**config.mk**
```make
export PLATFORM = sky130hd
export DESIGN_NAME = lpw_pin_enable
export DESIGN_NICKNAME = d
export VERILOG_FILES = /design/src/common/lpw_pkg.sv /design/src/logic/lpw_frame_timer.sv /design/src/logic/lpw_pin_enable.sv
export VERILOG_INCLUDE_DIRS = /design/src /design/src/common
export SDC_FILE = /design/constraint.sdc
export NUM_CORES = 1
export LEC_CHECK = 0
export BUFFER_PORTS_ARGS = -buffer_cell sky130_fd_sc_hd__buf_2
export CAP_MARGIN = 20
export CELL_PAD_IN_SITES_DETAIL_PLACEMENT = 2
export CELL_PAD_IN_SITES_GLOBAL_PLACEMENT = 2
export CORE_ASPECT_RATIO = 1.1
export CORE_UTILIZATION = 41
export CTS_BUF_LIST = sky130_fd_sc_hd__clkbuf_16
export CTS_CLUSTER_SIZE = 28
export DETAILED_ROUTE_END_ITERATION = 8
export PLACE_DENSITY_LB_ADDON = 0.1
export SETUP_SLACK_MARGIN = 0.5
export SYNTH_ARGS = -nofsm -noshare
export SYNTH_HDL_FRONTEND = slang
export SYNTH_SLANG_ARGS = --single-unit
```
**constraint.sdc**
```tcl
create_clock -name mclk -period 45.5 [get_ports mclk]
set_clock_uncertainty 0.15 [all_clocks]
set_input_delay 9.1 -clock mclk [delete_from_list [all_inputs] [get_ports mclk]]
set_output_delay 9.1 -clock mclk [all_outputs]
set_load 0.02 [all_outputs]
```
**src/common/lpw_cfg.svh**
```systemverilog
// Offsets, field positions, reset values and timing counts for the LCD pin enable block
`ifndef LPW_CFG_SVH
`define LPW_CFG_SVH
// ----------------------------------------
// Register indices
// ----------------------------------------
`define LPW_ADDR_CTRL0 4'h0
`define LPW_ADDR_PEN0 4'h1
`define LPW_ADDR_BP0 4'h5
`define LPW_ADDR_CTRL1 4'h9
`define LPW_ADDR_STAT 4'ha
// ----------------------------------------
// Field positions and resets
// ----------------------------------------
`define LPW_BIT_EN 7
`define LPW_BIT_SRC 6
`define LPW_BIT_WAI 0
`define LPW_CTRL0_RST 8'h00
`define LPW_CTRL1_RST 8'h00
// Frame length in waveform clock ticks
`define LPW_FRAME_TICKS 16'h0100
`endif

```
**src/common/lpw_pkg.sv**
```systemverilog
// Types shared by the LCD pin enable block
package lpw_pkg;
	typedef enum logic [1:0] {
		LPW_IDLE,
		LPW_RUN,
		LPW_PAUSE
	} lpw_state_t;
endpackage

```
**src/logic/lpw_frame_timer.sv**
```systemverilog
// Frame timer: counts waveform clock ticks and flags each frame boundary
`include "lpw_cfg.svh"
module lpw_frame_timer #(
	parameter logic [15:0] FRAME_TICKS = `LPW_FRAME_TICKS
) (
	input wire logic mclk,
	input wire logic rst_n,
	input wire logic run,
	input wire logic tick,
	output logic frame_end
);
	logic [15:0] count;
	logic [15:0] next_count;
	logic next_frame_end;
	// ----------------------------------------
	// Tick counter, cleared while stopped
	// ----------------------------------------
	always_comb begin
		next_count = count;
		next_frame_end = 1'b0;
		if (!run) begin
			next_count = 16'h0000;
		end else if (tick) begin
			if (count == FRAME_TICKS - 16'h0001) begin
				next_count = 16'h0000;
				next_frame_end = 1'b1;
			end else begin
				next_count = count + 16'h0001;
			end
		end
	end
	always_ff @(posedge mclk or negedge rst_n) begin
		if (!rst_n) begin
			count <= 16'h0000;
			frame_end <= 1'b0;
		end else begin
			count <= next_count;
			frame_end <= next_frame_end;
		end
	end
endmodule

```
**src/logic/lpw_pin_enable.sv**
```systemverilog
// LCD waveform enable and pin assignment control with register port
//
// Behaviour
// - Each of 32 pins drives the display or serves as general-purpose I/O.
// - After reset every pin is general-purpose I/O, following gpio_oe and gpio_out, until configured.
// - Enabled pin outputs waveform; backplane bit picks backplane or frontplane.
// - Up to eight pins may be backplane outputs; not enforced here, more than eight only sets bit 7 of the status register.
// - Master enable at control bit 7 starts the waveform generator.
// - Master enable clear disables all frontplane and backplane outputs.
// - Master enable clear stops the waveform clocks.
// - Wait-disable set stops clocks and driver during wait mode.
// - Control bit 6 picks oscillator clock when clear, alternate when set.
//
// Added by the designer: the strobed register port and the address map.
`include "lpw_cfg.svh"
module lpw_pin_enable #(
	parameter int PINS = 32,
	parameter int MAX_BP = 8,
	parameter logic [15:0] FRAME_TICKS = `LPW_FRAME_TICKS
) (
	input wire logic mclk,
	input wire logic rst_n,
	input wire logic [3:0] addr,
	input wire logic [7:0] wdata,
	input wire logic wr,
	input wire logic rd,
	output logic [7:0] rdata,
	input wire logic wait_mode,
	input wire logic osc_tick,
	input wire logic alt_tick,
	input wire logic [PINS-1:0] gpio_out,
	input wire logic [PINS-1:0] gpio_oe,
	output logic [PINS-1:0] lcd_drive,
	output logic [PINS-1:0] lcd_backplane,
	output logic [PINS-1:0] pin_oe,
	output logic [PINS-1:0] pin_out,
	output logic wave_clk_en,
	output logic wave_tick
);
	// ----------------------------------------
	// Register state
	// ----------------------------------------
	logic [7:0] display_control_zero;
	logic [7:0] ctrl1;
	logic [PINS-1:0] pin_drive_enable_bits;
	logic [PINS-1:0] backplane_select_bits;
	logic [PINS-1:0] act_pen;
	logic [PINS-1:0] act_bp;
	logic [7:0] next_ctrl0;
	logic [7:0] next_ctrl1;
	logic [PINS-1:0] next_pen;
	logic [PINS-1:0] next_bp;
	logic [7:0] next_rdata;
	logic run;
	logic frame_end;
	logic tick_sel;
	lpw_pkg::lpw_state_t state;
	lpw_pkg::lpw_state_t next_state;
	logic next_clk_en;
	logic next_tick;
	logic [PINS-1:0] next_act_pen;
	logic [PINS-1:0] next_act_bp;
	logic [PINS-1:0] next_drive;
	logic [PINS-1:0] next_bpo;
	logic [PINS-1:0] next_oe;
	logic [PINS-1:0] next_out;
	logic [7:0] bp_count;
	// Backplane population count, reported so software can respect the limit
	always_comb begin
		bp_count = 8'h00;
		for (int i = 0; i < PINS; i++) begin
			if (backplane_select_bits[i] && pin_drive_enable_bits[i]) begin
				bp_count = bp_count + 8'h01;
			end
		end
	end
	// ----------------------------------------
	// Register writes and reads
	// ----------------------------------------
	always_comb begin
		next_ctrl0 = display_control_zero;
		next_ctrl1 = ctrl1;
		next_pen = pin_drive_enable_bits;
		next_bp = backplane_select_bits;
		next_rdata = 8'h00;
		if (wr) begin
			if (addr == `LPW_ADDR_CTRL0) begin
				// Only the enable changes while enabled; other fields are locked
				if (display_control_zero[`LPW_BIT_EN]) begin
					next_ctrl0[`LPW_BIT_EN] = wdata[`LPW_BIT_EN];
				end else begin
					next_ctrl0 = wdata;
				end
			end else if (addr >= `LPW_ADDR_PEN0 && addr < `LPW_ADDR_BP0) begin
				next_pen[8*(addr-`LPW_ADDR_PEN0) +: 8] = wdata;
			end else if (addr >= `LPW_ADDR_BP0 && addr < `LPW_ADDR_CTRL1) begin
				next_bp[8*(addr-`LPW_ADDR_BP0) +: 8] = wdata;
			end else if (addr == `LPW_ADDR_CTRL1) begin
				next_ctrl1 = wdata;
			end
		end
		if (rd) begin
			if (addr == `LPW_ADDR_CTRL0) begin
				next_rdata = display_control_zero;
			end else if (addr >= `LPW_ADDR_PEN0 && addr < `LPW_ADDR_BP0) begin
				next_rdata = pin_drive_enable_bits[8*(addr-`LPW_ADDR_PEN0) +: 8];
			end else if (addr >= `LPW_ADDR_BP0 && addr < `LPW_ADDR_CTRL1) begin
				next_rdata = backplane_select_bits[8*(addr-`LPW_ADDR_BP0) +: 8];
			end else if (addr == `LPW_ADDR_CTRL1) begin
				next_rdata = ctrl1;
			end else if (addr == `LPW_ADDR_STAT) begin
				next_rdata = {(bp_count > 8'(MAX_BP)), 5'h00, state};
			end
		end
	end
	always_ff @(posedge mclk or negedge rst_n) begin
		if (!rst_n) begin
			display_control_zero <= `LPW_CTRL0_RST;
			ctrl1 <= `LPW_CTRL1_RST;
			pin_drive_enable_bits <= '0;
			backplane_select_bits <= '0;
			rdata <= 8'h00;
		end else begin
			display_control_zero <= next_ctrl0;
			ctrl1 <= next_ctrl1;
			pin_drive_enable_bits <= next_pen;
			backplane_select_bits <= next_bp;
			rdata <= next_rdata;
		end
	end
	// ----------------------------------------
	// Waveform clock gating and pin control
	// ----------------------------------------
	// Source mux: oscillator when clear, alternate when set
	assign tick_sel = display_control_zero[`LPW_BIT_SRC] ? alt_tick : osc_tick;
	assign run = (state == lpw_pkg::LPW_RUN);
	lpw_frame_timer #(
		.FRAME_TICKS(FRAME_TICKS)
	) u_frame (
		.mclk(mclk),
		.rst_n(rst_n),
		.run(run),
		.tick(tick_sel),
		.frame_end(frame_end)
	);
	always_comb begin
		next_state = state;
		next_act_pen = act_pen;
		next_act_bp = act_bp;
		case (state)
			lpw_pkg::LPW_IDLE: begin
				if (display_control_zero[`LPW_BIT_EN]) begin
					next_state = lpw_pkg::LPW_RUN;
					// Enabling during wait must not flash the glass for a cycle
					if (wait_mode && ctrl1[`LPW_BIT_WAI]) begin
						next_state = lpw_pkg::LPW_PAUSE;
					end
					// Start with current settings; no frame is in flight yet
					next_act_pen = pin_drive_enable_bits;
					next_act_bp = backplane_select_bits;
				end
			end
			lpw_pkg::LPW_RUN: begin
				if (!display_control_zero[`LPW_BIT_EN]) begin
					next_state = lpw_pkg::LPW_IDLE;
				end else if (wait_mode && ctrl1[`LPW_BIT_WAI]) begin
					next_state = lpw_pkg::LPW_PAUSE;
				end else if (frame_end) begin
					// Staged copy avoids mid-frame glitches on the glass
					next_act_pen = pin_drive_enable_bits;
					next_act_bp = backplane_select_bits;
				end
			end
			lpw_pkg::LPW_PAUSE: begin
				if (!display_control_zero[`LPW_BIT_EN]) begin
					next_state = lpw_pkg::LPW_IDLE;
				end else if (!(wait_mode && ctrl1[`LPW_BIT_WAI])) begin
					next_state = lpw_pkg::LPW_RUN;
				end
			end
			default: next_state = lpw_pkg::LPW_IDLE;
		endcase
		next_clk_en = (next_state == lpw_pkg::LPW_RUN);
		next_tick = run && tick_sel;
		for (int i = 0; i < PINS; i++) begin
			// Pin owned by display when enabled; else GPIO, following gpio_oe and gpio_out
			if (next_act_pen[i]) begin
				next_drive[i] = next_clk_en;
				next_bpo[i] = next_clk_en && next_act_bp[i];
				next_oe[i] = 1'b0;
				next_out[i] = 1'b0;
			end else begin
				next_drive[i] = 1'b0;
				next_bpo[i] = 1'b0;
				next_oe[i] = gpio_oe[i];
				next_out[i] = gpio_out[i];
			end
		end
	end
	always_ff @(posedge mclk or negedge rst_n) begin
		if (!rst_n) begin
			state <= lpw_pkg::LPW_IDLE;
			act_pen <= '0;
			act_bp <= '0;
			wave_clk_en <= 1'b0;
			wave_tick <= 1'b0;
			lcd_drive <= '0;
			lcd_backplane <= '0;
			pin_oe <= '0;
			pin_out <= '0;
		end else begin
			state <= next_state;
			act_pen <= next_act_pen;
			act_bp <= next_act_bp;
			wave_clk_en <= next_clk_en;
			wave_tick <= next_tick;
			lcd_drive <= next_drive;
			lcd_backplane <= next_bpo;
			pin_oe <= next_oe;
			pin_out <= next_out;
		end
	end
endmodule

```
==> impl_metrics.prom <==
# TYPE chip_impl_metric gauge
chip_impl_metric{name="first_global_vias",unit=""} 16000
chip_impl_metric{name="critical_path_arrival",unit="ps"} 21110
chip_impl_metric{name="cts_repair_resize_count",unit=""} 0
chip_impl_metric{name="period_share",unit="%"} 45.7
chip_impl_metric{name="h-tree-depth",unit=""} 1
chip_impl_metric{name="fp.coreArea",unit="mm2"} 0.0406
chip_impl_metric{name="cts_made_buffers",unit=""} 29
chip_impl_info{name="worst_hold_path_type",value="register to register"} 1
chip_impl_metric{name="max-vdd-ir-drop",unit="mV"} 0.0421
chip_impl_metric{name="synthAdderAreaFrac",unit="%"} 3.73
chip_impl_info{name="cp_slowest_cell",value="xnor3_2"} 1
chip_impl_metric{name="synth.cell_area",unit="mm2"} 0.0170
chip_impl_metric{name="synth-simple-area-share",unit="%"} 19.3
chip_impl_metric{name="muxShareOfSynthArea",unit="%"} 10.1
chip_impl_metric{name="maxCapViolations",unit=""} 0
chip_impl_metric{name="utilization",unit="%"} 48.5
chip_impl_metric{name="reg2reg_setup_slack",unit="ps"} 24720
chip_impl_metric{name="finalNetCount",unit=""} 1988
chip_impl_metric{name="cts_num_sinks",unit=""} 301
chip_impl_metric{name="yosys.area_share.xor_xnor",unit="%"} 10.5
chip_impl_metric{name="timing.setup.tns",unit="ps"} 0
chip_impl_metric{name="first_pass_iters",unit=""} 7
chip_impl_metric{name="drc_errors",unit=""} 0
chip_impl_metric{name="synth_cell_type_count",unit=""} 97
chip_impl_metric{name="globalplace.congestion",unit=""} 0.922
chip_impl_info{name="path_common_cell",value="ha_1"} 1
chip_impl_metric{name="hold_ws",unit="ps"} 351
chip_impl_metric{name="start_util",unit="%"} 41.9
chip_impl_metric{name="detail_route.vias_per_cell",unit=""} 5.74
chip_impl_info{name="ys_top_cells_by_count",value="dfrtp_1, nand2_1, and2_1"} 1
chip_impl_info{name="status",value="finished, final reports clean"} 1
chip_impl_metric{name="critical_path_required",unit="ps"} 45830
chip_impl_metric{name="grt_max_degree",unit=""} 105
chip_impl_info{name="synth.most_common_cell",value="dfrtp_1"} 1
chip_impl_metric{name="grt_antenna_before_repair",unit=""} 6
chip_impl_metric{name="yosys_register_bits",unit=""} 301
chip_impl_metric{name="dpl_worst_slack",unit="ps"} 24880
chip_impl_metric{name="cellLeakagePower",unit="uW"} 0.00959
chip_impl_metric{name="tightest_slew",unit="ps"} 1190
chip_impl_info{name="root_driver",value="clkbuf_16"} 1
chip_impl_info{name="endpoint_kind",value="register"} 1
chip_impl_metric{name="cts_hold_buf",unit=""} 0
chip_impl_metric{name="grt_overflow",unit=""} 0
chip_impl_info{name="tritoncts_clock_tree",value="done"} 1
chip_impl_metric{name="dieHeight",unit="um"} 215
chip_impl_metric{name="power-per-cell-area",unit="mW/mm2"} 32.3
chip_impl_metric{name="totalWireLength",unit="mm"} 65.5
chip_impl_metric{name="grt_first_pass_wirelength",unit="mm"} 100
chip_impl_metric{name="port_buffers",unit=""} 220
chip_impl_metric{name="dpl_cell_area",unit="mm2"} 0.0187
chip_impl_metric{name="slew-limit-headroom",unit="%"} 20.3
chip_impl_info{name="worst-setup-path-type",value="register to register"} 1
chip_impl_metric{name="num_io_pins",unit=""} 221
chip_impl_metric{name="synth.avg_cell_area",unit="um2"} 10.3
chip_impl_metric{name="netlist_instances",unit=""} 1645
chip_impl_metric{name="async_flop_share",unit="%"} 100
chip_impl_metric{name="route.vias.total",unit=""} 14000
chip_impl_metric{name="syn_to_final_growth",unit="%"} 15.8
chip_impl_metric{name="max_freq",unit="MHz"} 48.1
chip_impl_info{name="rsz0062_at_grt",value="no"} 1
chip_impl_metric{name="routed_wire_length_per_instance",unit="um"} 26.9
chip_impl_metric{name="postCtsSetupRepairBufs",unit=""} 0
chip_impl_metric{name="clkTransAtPathRegs",unit="ps"} 70
chip_impl_metric{name="place.detailed.hpwl",unit="mm"} 45.7
chip_impl_metric{name="finalMaxSlewViolations",unit=""} 0
chip_impl_metric{name="grtUsageTotal",unit="%"} 31.3
chip_impl_metric{name="synth-edff-count",unit=""} 0
chip_impl_metric{name="final-hold-violation-count",unit=""} 0
chip_impl_metric{name="synth_net_count",unit=""} 1777
chip_impl_metric{name="cp_slowest_stage_delay",unit="ps"} 490
chip_impl_info{name="yosysTopAreaCell",value="dfrtp_1"} 1
chip_impl_metric{name="synth_top_cell_area_share",unit="%"} 44.3
chip_impl_metric{name="die_width",unit="um"} 196
chip_impl_metric{name="post_route_design_area",unit="mm2"} 0.0197
chip_impl_metric{name="finalSetupViolations",unit=""} 0
chip_impl_metric{name="worst-path-max-fanout",unit=""} 8
chip_impl_info{name="combinational_family_with_the_most_area_after_synthesis",value="simple AND/OR/NAND/NOR gates"} 1
chip_impl_metric{name="final_layout_size_suffix_gt1_share",unit="%"} 22.2
chip_impl_metric{name="finalCriticalPeriod",unit="ps"} 20780
chip_impl_metric{name="postRouteAntennaNets",unit=""} 0
chip_impl_info{name="cp-start-kind",value="register"} 1
chip_impl_metric{name="clock_insertion_delay_worst_skew",unit="ps"} 580
chip_impl_metric{name="postLayoutSetupSlackWorst",unit="ps"} 24720
chip_impl_metric{name="synth_compound_gate_area_share",unit="%"} 9.16
chip_impl_metric{name="floorplan.die_area",unit="mm2"} 0.0423
chip_impl_metric{name="drt_first_iter_violations",unit=""} 680
chip_impl_metric{name="num_rows",unit=""} 77
chip_impl_metric{name="synth_seq_area_share",unit="%"} 44.3
chip_impl_metric{name="ys.warnings.count",unit=""} 0
chip_impl_info{name="synthFlopType",value="dfrtp_1"} 1
chip_impl_info{name="ys_top_cells_by_area",value="dfrtp_1, mux2_2, nand2_1"} 1
chip_impl_metric{name="clock_path_buffers",unit=""} 3
## routing by layer
layer	GRT usage, %	wire length [um]	vias up	part of all wire [%]
li1	-	-	6138	-
met1	37.7	26400	7268	40
met2	55.3	32900	406	50
met3	4.92	3240	149	5.0
met4	13.3	2930	8	4.5
met5	0	51	-	0.078
## worst paths after layout
check / start / to / cells past startpoint
worst max-delay path: backplane_select_bits[0] / rdata[7] / 96
worst min-delay path: act_bp[11] / act_bp[11] / 1
worst max register to register: backplane_select_bits[0] / rdata[7] / 96
worst min register to register: act_bp[11] / act_bp[11] / 1
max in group asynchronous: rst_n / ctrl1[5] / 3
min in group asynchronous: rst_n / lcd_drive[28] / 1
## power by group
part	total [uW]	internal [uW]	switching [uW]
Combinational	81.9	27.3	54.5
Sequential	294	282	11.7
Clock	260	150	110
Total	635	459	176
## metrics by stage
stage,power [uW],std cells
2_1_floorplan,339,1645
3_3_place_gp,371,2378
3_5_place_dp,375,2378
4_1_cts,639,2432
5_1_grt,653,2433
6_report,635,2433
## cells by family after synthesis
family,after synthesis
AO/OA/AOI/OAI,239
XOR/XNOR,143
adder cells (fa/ha/maj),51
buffers and inverters,122
flip-flops,301
multiplexers,142
AND/OR/NAND/NOR,647
## cell type report
cell class,instances,area [um2]
Tap cell,553,692
Timing Repair Buffer,232,1200
Clock buffer,29,726
Inverter,70,265
Multi-Input combinational cell,1222,8990
Fill cell,4181,20900
Sequential cell,301,7530
Clock inverter,25,268
Antenna cell,1,2.50
## cell usage in the layout (no fill, tap or decap), types with 14 or more instances in the layout
cell type  netlist  routed
a21oi_1         28      27
a31oi_1         14      14
and2_1         116     116
and3_1          20      20
buf_2            4     219
clkbuf_16        0      29
dfrtp_1        301     301
ha_1            49      49
inv_1           66      72
mux2_2          76      76
mux2i_1         49      49
mux4_2          16      16
nand2_1        214     214
nand2b_1        15      15
nand3_1         63      63
nand4_1         17      17
nor2_1          98      98
nor3_1          24      23
o21ai_0        101     101
xnor2_1         68      68
xor2_1          37      37
## registers in the layout, summed over array words and instances, names as in the netlist
register,flops
display_control_zero,8
act_pen,32
state,2
pin_oe,32
wave_clk_en,1
u_frame.count,16
backplane_select_bits,32
act_bp,32
ctrl1,8
pin_drive_enable_bits,32
rdata,8
pin_out,32
u_frame.frame_end,1
lcd_drive,32
wave_tick,1
lcd_backplane,32
## worst max-delay path, delay by kind of cell (launching register included)
| kind | cells | cell delay (ps) |
|---|---|---|
| flops | 1 | 430 |
| compound gates | 20 | 3670 |
| buf+inv | 9 | 680 |
| mux | 10 | 2830 |
| simple gates | 26 | 3310 |
| xor+xnor | 4 | 1330 |
| fa+ha+maj | 27 | 8320 |
(Power assumes the default switching activity.)
